[src/design/ics_pkg.sv]
// Constants, field layouts and state codes for the conversion sequencer.
// Assumes a 12-input converter core with a 10-bit result.
package ics_pkg;

  // ----------------------------------------------------------------
  // Channel map and scan figures
  // ----------------------------------------------------------------
  localparam logic [3:0] ICS_TOP_CH = 4'hB;
  localparam logic [3:0] ICS_REF_TOP_CH = 4'hA;
  localparam logic [3:0] ICS_UPPER_CH = 4'h6;
  localparam logic [3:0] ICS_REPEAT_CNT = 4'h8;
  localparam int ICS_MEM_DEPTH = 12;
  localparam logic [1:0] ICS_SAMPLE_DLY = 2'h2;
  localparam logic [3:0] ICS_BYTE_BITS = 4'h8;

  localparam logic [1:0] ICS_SCAN_UP = 2'h0;
  localparam logic [1:0] ICS_SCAN_REP = 2'h1;
  localparam logic [1:0] ICS_SCAN_UPPER = 2'h2;
  localparam logic [1:0] ICS_SCAN_ONE = 2'h3;

  // ----------------------------------------------------------------
  // Written bytes: bit 7 tells setup from configuration
  // ----------------------------------------------------------------
  localparam int ICS_KIND_BIT = 7;

  typedef struct packed {
    logic [2:0] ref_sel;
    logic clk_ext;
    logic bipolar;
  } ics_setup_s;

  typedef struct packed {
    logic [1:0] scan;
    logic [3:0] chan;
    logic single;
  } ics_config_s;

  localparam ics_setup_s ICS_SETUP_RST = '{ref_sel: 3'h0, clk_ext: 1'h0,
                                           bipolar: 1'h0};
  localparam ics_config_s ICS_CONFIG_RST = '{scan: ICS_SCAN_ONE,
                                             chan: 4'h0, single: 1'h1};

  // ----------------------------------------------------------------
  // Bus states
  // ----------------------------------------------------------------
  typedef enum logic [6:0] {
    ICS_IDLE = 7'h01,
    ICS_ADDR = 7'h02,
    ICS_ACK = 7'h04,
    ICS_WRITE = 7'h08,
    ICS_CONV = 7'h10,
    ICS_READ = 7'h20,
    ICS_RACK = 7'h40
  } ics_state_e;

endpackage

[src/design/ics_seq.sv]
// Two-wire slave that sequences conversions of a 12-input 10-bit core.
// Assumes an open-drain SCL/SDA pair outside and a converter core on
// ref_clk that answers adc_start with adc_done and offset-binary data.
//
// Operation
// - Clock-select one makes SCL the conversion clock
// - SCL mode: track at ninth rise, sample two later
// - SCL mode: data right after four high fillers
// - SCL mode converts read after read until not-acknowledge
// - Two-bit scan field picks the scan pattern
// - Shared pin as reference caps scan at ten
// - Internal mode: results stored, returned in order, six-high-bit first byte
// - Master acknowledges bytes; withheld acknowledge ends transfer
// - Stored results readable only through a conversion read
// - Power-up: single-ended unipolar input zero, supply reference
// - Analog circuits power down whenever idle
// - STOP, not-acknowledge, restart idle; internal mode self-shutdown
// - Internal results kept until a later conversion read overwrites them
// - Matching address byte powers the circuits up
// - Three-bit reference field decodes source and pin
// - Reference stays on; its output floats in shutdown
// - Straight binary unipolar, two's complement bipolar
// - Internal mode holds SCL low while converting
// - Clock-select cleared at power-up
// - Scan codes: up, repeat eight, upper, single
// - Not-acknowledge releases SDA
`timescale 1ns/1ns
module ics_seq
  import ics_pkg::*;
#(
  parameter logic [6:0] SLAVE_ADDR = 7'h2A // Arbitrary value
) (
  input wire logic ref_clk,
  input wire logic rstn,
  input wire logic scl_in,
  input wire logic sda_in,
  input wire logic adc_done,
  input wire logic [9:0] adc_data,
  output logic scl_out,
  output logic scl_oe_n,
  output logic sda_out,
  output logic sda_oe_n,
  output logic adc_start,
  output logic [3:0] adc_channel,
  output logic adc_single_ended,
  output logic analog_on,
  output logic ref_on,
  output logic ref_out_en,
  output logic ref_pin_input
);

  // ----------------------------------------------------------------
  // Helpers
  // ----------------------------------------------------------------
  function automatic logic [3:0] seq_first(input ics_config_s c);
    seq_first = (c.scan == ICS_SCAN_UPPER) ? ICS_UPPER_CH : 4'h0;
  endfunction

  function automatic logic [3:0] seq_count(input ics_config_s c,
                                           input logic pin_ref,
                                           input logic ext);
    logic [3:0] lim;
    logic [3:0] last;
    lim = pin_ref ? ICS_REF_TOP_CH : ICS_TOP_CH;
    last = (c.chan > lim) ? lim : c.chan;
    if (last < seq_first(c)) begin
      last = seq_first(c);
    end
    case (c.scan)
      ICS_SCAN_UP, ICS_SCAN_UPPER: seq_count = last - seq_first(c) + 4'h1;
      ICS_SCAN_REP: seq_count = ext ? 4'h1 : ICS_REPEAT_CNT;
      default: seq_count = 4'h1;
    endcase
  endfunction

  function automatic logic [3:0] seq_chan(input ics_config_s c,
                                          input logic [3:0] idx);
    if (c.scan == ICS_SCAN_UP || c.scan == ICS_SCAN_UPPER) begin
      seq_chan = seq_first(c) + idx;
    end else begin
      seq_chan = c.chan;
    end
  endfunction

  function automatic logic [9:0] coded(input logic bip,
                                       input logic [9:0] d);
    coded = bip ? {~d[9], d[8:0]} : d;
  endfunction

  // Bit n of the first or second byte of one result word
  function automatic logic out_bit(input logic ext, input logic half,
                                   input logic [2:0] n,
                                   input logic [9:0] d);
    logic [15:0] w;
    w = ext ? {4'hF, d, 2'h3} : {6'h3F, d};
    out_bit = half ? w[{1'h0, n}] : w[{1'h1, n}];
  endfunction

  // ----------------------------------------------------------------
  // Pin synchronisers
  // ----------------------------------------------------------------
  logic scl_m_r, scl_s_r, scl_d_r;
  logic sda_m_r, sda_s_r, sda_d_r;

  always_ff @(posedge ref_clk or negedge rstn) begin
    if (!rstn) begin
      scl_m_r <= 1'h1;
      scl_s_r <= 1'h1;
      scl_d_r <= 1'h1;
      sda_m_r <= 1'h1;
      sda_s_r <= 1'h1;
      sda_d_r <= 1'h1;
    end else begin
      scl_m_r <= scl_in;
      scl_s_r <= scl_m_r;
      scl_d_r <= scl_s_r;
      sda_m_r <= sda_in;
      sda_s_r <= sda_m_r;
      sda_d_r <= sda_s_r;
    end
  end

  logic rise, fall, start_c, stop_c;
  assign rise = scl_s_r & ~scl_d_r;
  assign fall = ~scl_s_r & scl_d_r;
  assign start_c = scl_s_r & scl_d_r & sda_d_r & ~sda_s_r;
  assign stop_c = scl_s_r & scl_d_r & ~sda_d_r & sda_s_r;

  // ----------------------------------------------------------------
  // Sequencer state
  // ----------------------------------------------------------------
  ics_state_e state_r, state_nxt;
  ics_setup_s setup_r, setup_nxt;
  ics_config_s config_r, config_nxt;
  logic [3:0] cnt_r, cnt_nxt;
  logic [7:0] shift_r, shift_nxt;
  logic rw_r, rw_nxt;
  logic half_r, half_nxt;
  logic [3:0] idx_r, idx_nxt;
  logic [3:0] rd_ptr_r, rd_ptr_nxt;
  logic conv_wait_r, conv_wait_nxt;
  logic [1:0] samp_cd_r, samp_cd_nxt;
  logic [9:0] res_r, res_nxt;
  logic [9:0] mem_r [ICS_MEM_DEPTH];
  logic [9:0] mem_nxt [ICS_MEM_DEPTH];
  logic scl_oe_n_r, scl_oe_n_nxt;
  logic sda_oe_n_r, sda_oe_n_nxt;
  logic adc_start_r, adc_start_nxt;
  logic [3:0] adc_channel_r, adc_channel_nxt;
  logic single_r, single_nxt;
  logic analog_on_r, analog_on_nxt;
  logic ref_on_r, ref_on_nxt;
  logic ref_out_en_r, ref_out_en_nxt;
  logic ref_pin_input_r, ref_pin_input_nxt;
  logic pin_low_r;

  logic ext, pin_ref;
  logic [3:0] total;
  logic [9:0] cur_data;
  assign ext = setup_r.clk_ext;
  assign pin_ref = setup_r.ref_sel[1];
  assign total = seq_count(config_r, pin_ref, ext);
  assign cur_data = ext ? res_r : mem_r[rd_ptr_r];

  always_comb begin
    state_nxt = state_r;
    setup_nxt = setup_r;
    config_nxt = config_r;
    cnt_nxt = cnt_r;
    shift_nxt = shift_r;
    rw_nxt = rw_r;
    half_nxt = half_r;
    idx_nxt = idx_r;
    rd_ptr_nxt = rd_ptr_r;
    conv_wait_nxt = conv_wait_r;
    samp_cd_nxt = samp_cd_r;
    res_nxt = res_r;
    mem_nxt = mem_r;
    scl_oe_n_nxt = scl_oe_n_r;
    sda_oe_n_nxt = sda_oe_n_r;
    adc_start_nxt = 1'h0;
    adc_channel_nxt = adc_channel_r;
    analog_on_nxt = analog_on_r;

    // SCL-clocked sampling two rises after tracking starts
    if (rise && samp_cd_r != 2'h0) begin
      samp_cd_nxt = samp_cd_r - 2'h1;
      if (samp_cd_r == 2'h1) begin
        adc_start_nxt = 1'h1;
        adc_channel_nxt = seq_chan(config_r, idx_r);
      end
    end
    if (adc_done && ext) begin
      res_nxt = coded(setup_r.bipolar, adc_data);
    end

    if (stop_c || start_c) begin
      // Either condition idles the analog side; STOP idles the link, START goes to the address phase
      state_nxt = stop_c ? ICS_IDLE : ICS_ADDR;
      cnt_nxt = 4'h0;
      samp_cd_nxt = 2'h0;
      sda_oe_n_nxt = 1'h1;
      scl_oe_n_nxt = 1'h1;
      analog_on_nxt = 1'h0;
    end else begin
      case (state_r)
        ICS_ADDR, ICS_WRITE: begin
          if (rise) begin
            shift_nxt = {shift_r[6:0], sda_s_r};
            cnt_nxt = cnt_r + 4'h1;
          end else if (fall && cnt_r == ICS_BYTE_BITS) begin
            cnt_nxt = 4'h0;
            state_nxt = ICS_ACK;
            sda_oe_n_nxt = 1'h0;
            if (state_r == ICS_WRITE) begin
              if (shift_r[ICS_KIND_BIT]) begin
                setup_nxt = ics_setup_s'(shift_r[6:2]);
              end else begin
                config_nxt = ics_config_s'(shift_r[6:0]);
              end
            end else if (shift_r[7:1] == SLAVE_ADDR) begin
              rw_nxt = shift_r[0];
              analog_on_nxt = 1'h1;
              idx_nxt = 4'h0;
              half_nxt = 1'h0;
              rd_ptr_nxt = 4'h0;
            end else begin
              state_nxt = ICS_IDLE;
              sda_oe_n_nxt = 1'h1;
            end
          end
        end
        ICS_ACK: begin
          if (rise) begin
            cnt_nxt = 4'h1;
            if (rw_r && ext) begin
              samp_cd_nxt = ICS_SAMPLE_DLY;
            end
          end else if (fall && cnt_r != 4'h0) begin
            cnt_nxt = 4'h0;
            sda_oe_n_nxt = 1'h1;
            if (!rw_r) begin
              state_nxt = ICS_WRITE;
            end else if (ext) begin
              state_nxt = ICS_READ;
            end else begin
              // Every read reconverts; no plain memory read exists
              state_nxt = ICS_CONV;
              scl_oe_n_nxt = 1'h0;
              conv_wait_nxt = 1'h0;
            end
          end
        end
        ICS_CONV: begin
          if (!conv_wait_r) begin
            adc_start_nxt = 1'h1;
            adc_channel_nxt = seq_chan(config_r, idx_r);
            conv_wait_nxt = 1'h1;
          end else if (adc_done) begin
            mem_nxt[idx_r] = coded(setup_r.bipolar, adc_data);
            conv_wait_nxt = 1'h0;
            if (idx_r == total - 4'h1) begin
              // First bit out is a filler one, so SDA stays released
              scl_oe_n_nxt = 1'h1;
              analog_on_nxt = 1'h0;
              state_nxt = ICS_READ;
            end else begin
              idx_nxt = idx_r + 4'h1;
            end
          end
        end
        ICS_READ: begin
          if (rise) begin
            cnt_nxt = cnt_r + 4'h1;
          end else if (fall) begin
            if (cnt_r == ICS_BYTE_BITS) begin
              cnt_nxt = 4'h0;
              sda_oe_n_nxt = 1'h1;
              state_nxt = ICS_RACK;
            end else begin
              // Bit 7 - cnt, which is the low three bits inverted
              sda_oe_n_nxt = out_bit(ext, half_r, ~cnt_r[2:0], cur_data);
            end
          end
        end
        ICS_RACK: begin
          if (rise) begin
            cnt_nxt = 4'h1;
            if (sda_s_r) begin
              // Not-acknowledge ends the transfer
              state_nxt = ICS_IDLE;
              analog_on_nxt = 1'h0;
              samp_cd_nxt = 2'h0;
            end else if (half_r && ext) begin
              idx_nxt = (idx_r + 4'h1 == total) ? 4'h0
                                                  : idx_r + 4'h1;
              samp_cd_nxt = ICS_SAMPLE_DLY;
            end else if (half_r) begin
              rd_ptr_nxt = (rd_ptr_r + 4'h1 == total) ? 4'h0
                                                        : rd_ptr_r + 4'h1;
            end
          end else if (fall && cnt_r != 4'h0) begin
            cnt_nxt = 4'h0;
            half_nxt = ~half_r;
            state_nxt = ICS_READ;
            // Lead bit of the next byte must stand before its first rise
            sda_oe_n_nxt = out_bit(ext, ~half_r, 3'h7, cur_data);
          end
        end
        ICS_IDLE: begin
          sda_oe_n_nxt = 1'h1;
          scl_oe_n_nxt = 1'h1;
        end
        default: begin
          state_nxt = ICS_IDLE;
        end
      endcase
    end

    single_nxt = config_r.single;
    // Internal reference follows activity unless kept on
    ref_on_nxt = setup_r.ref_sel[2] &
                 (setup_r.ref_sel[0] | analog_on_nxt);
    ref_out_en_nxt = setup_r.ref_sel[2] & setup_r.ref_sel[1] &
                     analog_on_nxt;
    ref_pin_input_nxt = ~setup_r.ref_sel[2] & setup_r.ref_sel[1];
  end

  always_ff @(posedge ref_clk or negedge rstn) begin
    if (!rstn) begin
      state_r <= ICS_IDLE;
      setup_r <= ICS_SETUP_RST;
      config_r <= ICS_CONFIG_RST;
      cnt_r <= 4'h0;
      shift_r <= 8'h00;
      rw_r <= 1'h0;
      half_r <= 1'h0;
      idx_r <= 4'h0;
      rd_ptr_r <= 4'h0;
      conv_wait_r <= 1'h0;
      samp_cd_r <= 2'h0;
      res_r <= 10'h000;
      scl_oe_n_r <= 1'h1;
      sda_oe_n_r <= 1'h1;
      adc_start_r <= 1'h0;
      adc_channel_r <= 4'h0;
      single_r <= 1'h1;
      analog_on_r <= 1'h0;
      ref_on_r <= 1'h0;
      ref_out_en_r <= 1'h0;
      ref_pin_input_r <= 1'h0;
      pin_low_r <= 1'h0;
    end else begin
      state_r <= state_nxt;
      setup_r <= setup_nxt;
      config_r <= config_nxt;
      cnt_r <= cnt_nxt;
      shift_r <= shift_nxt;
      rw_r <= rw_nxt;
      half_r <= half_nxt;
      idx_r <= idx_nxt;
      rd_ptr_r <= rd_ptr_nxt;
      conv_wait_r <= conv_wait_nxt;
      samp_cd_r <= samp_cd_nxt;
      res_r <= res_nxt;
      scl_oe_n_r <= scl_oe_n_nxt;
      sda_oe_n_r <= sda_oe_n_nxt;
      adc_start_r <= adc_start_nxt;
      adc_channel_r <= adc_channel_nxt;
      single_r <= single_nxt;
      analog_on_r <= analog_on_nxt;
      ref_on_r <= ref_on_nxt;
      ref_out_en_r <= ref_out_en_nxt;
      ref_pin_input_r <= ref_pin_input_nxt;
      pin_low_r <= 1'h0;
    end
  end

  // Result memory has no reset: contents are undefined at power-up
  always_ff @(posedge ref_clk) begin
    mem_r <= mem_nxt;
  end

  assign scl_out = pin_low_r;
  assign sda_out = pin_low_r;
  assign scl_oe_n = scl_oe_n_r;
  assign sda_oe_n = sda_oe_n_r;
  assign adc_start = adc_start_r;
  assign adc_channel = adc_channel_r;
  assign adc_single_ended = single_r;
  assign analog_on = analog_on_r;
  assign ref_on = ref_on_r;
  assign ref_out_en = ref_out_en_r;
  assign ref_pin_input = ref_pin_input_r;

endmodule // ics_seq

[config.mk]
export PLATFORM = sky130hd
export DESIGN_NAME = ics_seq
export DESIGN_NICKNAME = d
export VERILOG_FILES = /design/src/design/ics_pkg.sv /design/src/design/ics_seq.sv
export SDC_FILE = /design/constraint.sdc
export NUM_CORES = 1
export LEC_CHECK = 0
export BUFFER_PORTS_ARGS = -buffer_cell sky130_fd_sc_hd__buf_4
export CORE_MARGIN = 8
export CORE_UTILIZATION = 50
export DETAILED_ROUTE_END_ITERATION = 12
export PLACE_DENSITY = 0.77
export SLEW_MARGIN = 10
export SYNTH_ARGS = -nofsm -noshare
export SYNTH_HDL_FRONTEND = slang
export SYNTH_SLANG_ARGS = --single-unit
[constraint.sdc]
create_clock -name ref_clk -period 5.2 [get_ports ref_clk]
set_clock_uncertainty 0.15 [all_clocks]
set_input_delay 1.04 -clock ref_clk [delete_from_list [all_inputs] [get_ports ref_clk]]
set_output_delay 1.04 -clock ref_clk [all_outputs]
set_load 0.02 [all_outputs]
==> results.txt <==
- For this design, the CTS-stage hold fixing added 0 buffers.
- Placeable Area: 0.0180 mm2
* Diodes inserted: 0
* Worst EP arrival: 4940 ps
* Internal power: 2.41 mW
- Proportion of layout cells with a drive suffix above 1: 22.0%
* Drt via density: 6.28
* GRT Util Overall: 19.5%
* Synthesized area: 0.00913 mm2
* Wire length of the first global-routing pass: 33700 um
- The worst setup path is captured at a flop.
* Worst Tran Pin Value: 1040 ps
* IR drop worst, VDD: 0.276 mV
- Net switching power: 919 uW
- Shortest period the worst path allows: 4760 ps
- Power spread over the standard cell area amounts to 328 mW/mm2.
- Counting the buffers created by CTS gives 17.
- Cells fill 56.5% of the core in the end.
- From synthesis to final layout, the design area changed by 11.2%.
- For this run, the leading register cell type out of synthesis is edfxtp_1.
* Wire length per cell: 22.5 um
- Setup repair after global routing left no endpoint under its margin.
- The first TritonRoute pass finished after 5 iterations.
- In this run, synthesis inferred 120 flip-flops with an integrated enable.
- Min-delay worst type: reg2reg
- Sink count of the clock tree: 192
- The tool flagged a number of max-cap violations equal to 0.
- Finish-stage setup viols: 0
- Result of the run: finished clean
- Adding up every negative setup slack in the final design gives 0 ps.
* Maximum fanout along the worst path: 5
- Count of buffers inserted at the top-level ports: 26
- Sequential cell fraction of total power: 50.2%
- Startpoint kind of the worst setup timing path: flop
- Hold Vio Cnt, Final: 0
- Number of rows in the core area: 49
- At the end of the flow, the number of nets in the layout was 728.
- Post-synthesis sequential area ratio: 59.4%
- The congestion estimate from routability-driven global placement came to 0.886.
- In this run the clock root is driven by a clkbuf_16.
- The via count of the first global-routing pass came to 6069.
* I/O pin total: 29
- Total power: 3.33 mW
- Entering global routing, the biggest net connects 73 pins.
- Yosys warning total: 0
- Vias post-DR: 5868
- Net switching is 27.6% of the power.
* Number of nets with antenna violations after routing: 0
* Fmax: 210 MHz
* Clock tree buffer depth: 2
- Number of pins exceeding their max-slew limit in the final report: 0
- At the worst endpoint, the required time is 5390 ps.
* Fraction of registers with async set or reset after synthesis: 37.5%
- Hold timing on the final database bottoms out at a slack of 202 ps.
* Number of unique standard cell types used by synthesis: 84
* Relative slew slack: 30.6%
* Share of the clock period used by the worst path after layout: 91.5%
- In this run, the number of DRC markers left after iteration 0 of detailed routing was 518.
* Critical path class: reg2reg
* Total congestion overflow: 0
* Post-synthesis sequential element count: 192
* Resized cells post-CTS: 0
- At the later pin of the worst-skew pair, clock insertion delay measures 460 ps.
- Clock tree from TritonCTS: yes
- Die extent in x: 151 um
- Clock-pin slew reported for the worst setup and hold paths after clock tree synthesis: 80 ps
- H-tree levels: 4
- The clock network is responsible for 43.2% of the overall power.
- The floorplan step defined a die boundary enclosing 0.0228 mm2.
- Post-Synthesis Cells: 675
* Final routed wirelength across all metal layers: 21100 um
- In this run the post-CTS setup repair buffer count came out at 0.
- For flop-to-flop paths, the worst setup slack is 440 ps.
- The initial antenna violation count is 0.
- Synth Area per Inst: 13.5 um2
* Initial standard-cell utilization of the core: 50.8%
- Residual DRC: 0
- The analysis attributes to cell leakage a power of 3.80 nW.
- The die is 151 um tall.
- Once detailed placement completed, the half-perimeter wirelength came to 13700 um.
- Of the total power, combinational logic draws 6.6%.
-- stage by stage --
| step | cell area (um2) | worst slack [ps] | std cells |
|---|---|---|---|
| floorplan | 9140 | 506 | 676 |
| global placement | 9500 | 638 | 902 |
| detailed placement | 9500 | 464 | 902 |
| CTS | 10200 | 447 | 934 |
| global route | 10200 | 152 | 934 |
| finish | 10200 | 444 | 934 |
-- logic make-up after synthesis --
logic type	count (synthesis)	synth area share, %
compound gates	115	8.85
xor+xnor	19	1.97
fa+ha+maj	21	3.04
buf+inv	63	2.85
flops	192	59.4
mux	73	12.6
other cells	1	0.0411
simple gates	191	11.3
-- worst max-delay path, stage by stage (launching register included) --
cell and delay [ps]:
dfstp_2 560, nand2b_1 160, ha_1 370, a211oi_2 340, mux2_2 390, ha_1 280, inv_1 60, fa_1 430
xnor3_1 200, o21ai_2 230, xor2_1 150, or4_1 480, o2bb2ai_1 370, nand3b_1 160, a21oi_1 90, and3_1 230
-- sequential cells by signal (all words and copies together) (netlist names), 3 cells and up --
signal and flops:
mem_r 120, res_r 10, shift_r 8, state_r 7, config_r 6, adc_channel 4
cnt_r 4, idx_r 4, rd_ptr_r 4, setup_r 3
-- layout by cell type, fill, tap and decap left out, types with 7 or more instances in the layout --
master | synthesis | routed
xor2_1 | 10 | 10
dfstp_2 | 13 | 13
xnor2_1 | 8 | 8
ha_1 | 19 | 19
nor2b_1 | 7 | 7
a21oi_1 | 28 | 28
and2_1 | 15 | 15
nand3_1 | 20 | 20
o21ai_0 | 17 | 17
nor2_1 | 28 | 28
mux2_2 | 33 | 33
edfxtp_1 | 120 | 120
a31oi_1 | 7 | 7
mux2i_1 | 10 | 10
clkbuf_16 | 0 | 17
buf_4 | 3 | 29
nand2b_1 | 10 | 10
inv_1 | 28 | 28
nor3_1 | 10 | 10
mux4_2 | 30 | 30
nand2_1 | 54 | 54
dfrtp_1 | 59 | 58
-- cells in the mapped netlist, types with 3 or more instances --
cell,n,area (um2)
and3_1,6,37.5
nor3_1,10,50.1
nor2_1,28,105
or3_1,4,25.0
buf_2,10,50.1
a31oi_1,7,43.8
o31ai_1,3,22.5
mux2_2,33,372
o21ai_1,5,25.0
nor2b_1,7,43.8
inv_1,28,105
dfstp_2,13,342
nand4b_1,3,26.3
o22ai_1,6,37.5
a221oi_1,3,26.3
mux2i_1,10,100
nor3b_1,3,22.5
o21ai_0,17,85.1
nand4_1,4,25.0
a211oi_1,3,22.5
dfrtp_1,59,1480
xnor2_1,8,70.1
edfxtp_1,120,3600
xor2_1,10,87.6
nand3_1,20,100
or4_1,4,30.0
ha_1,19,238
nor4b_1,3,26.3
mux4_2,30,676
o32ai_1,3,26.3
nand2_1,54,203
buf_4,3,22.5
and2_1,15,93.8
clkbuf_1,18,67.6
nand2b_1,10,62.6
o211ai_1,4,30.0
nor4_1,5,31.3
a21oi_1,28,140
-- cell type report --
type / count / area, um2
Inverter: 31 / 116
Multi-Input combinational cell: 421 / 3450
Sequential cell: 192 / 5420
Tap cell: 229 / 287
Fill cell: 1383 / 7810
Clock inverter: 15 / 233
Clock buffer: 17 / 425
Timing Repair Buffer: 29 / 218
-- path summary, 6_finish.rpt --
kind	cells past startpoint	endpoint	from
max	15	ref_out_en	config_r[6]
min	0	scl_s_r	scl_m_r
max reg2reg	15	ref_out_en	config_r[6]
min reg2reg	0	scl_s_r	scl_m_r
max in group asynchronous	1	rd_ptr_r[0]	rstn
min in group asynchronous	1	state_r[1]	rstn
-- metal layers --
metal,track usage [%],share of wire [%],vias to the layer above
met4,8.07,2.3,0
met5,0,0,-
met3,3.70,5.4,41
met2,32.8,51,216
met1,24.5,41,3008
li1,-,-,2603
-- power by group through the flow --
stage | clock (mW) | combinational [mW] | sequential [mW]
after floorplan | 0 | 0.157 | 1.69
after global placement | 0 | 0.210 | 1.71
after detailed placement | 0 | 0.215 | 1.71
after CTS | 1.45 | 0.216 | 1.67
after global routing | 1.51 | 0.240 | 1.68
final | 1.44 | 0.219 | 1.68
Power figures use the tool's default switching activity.
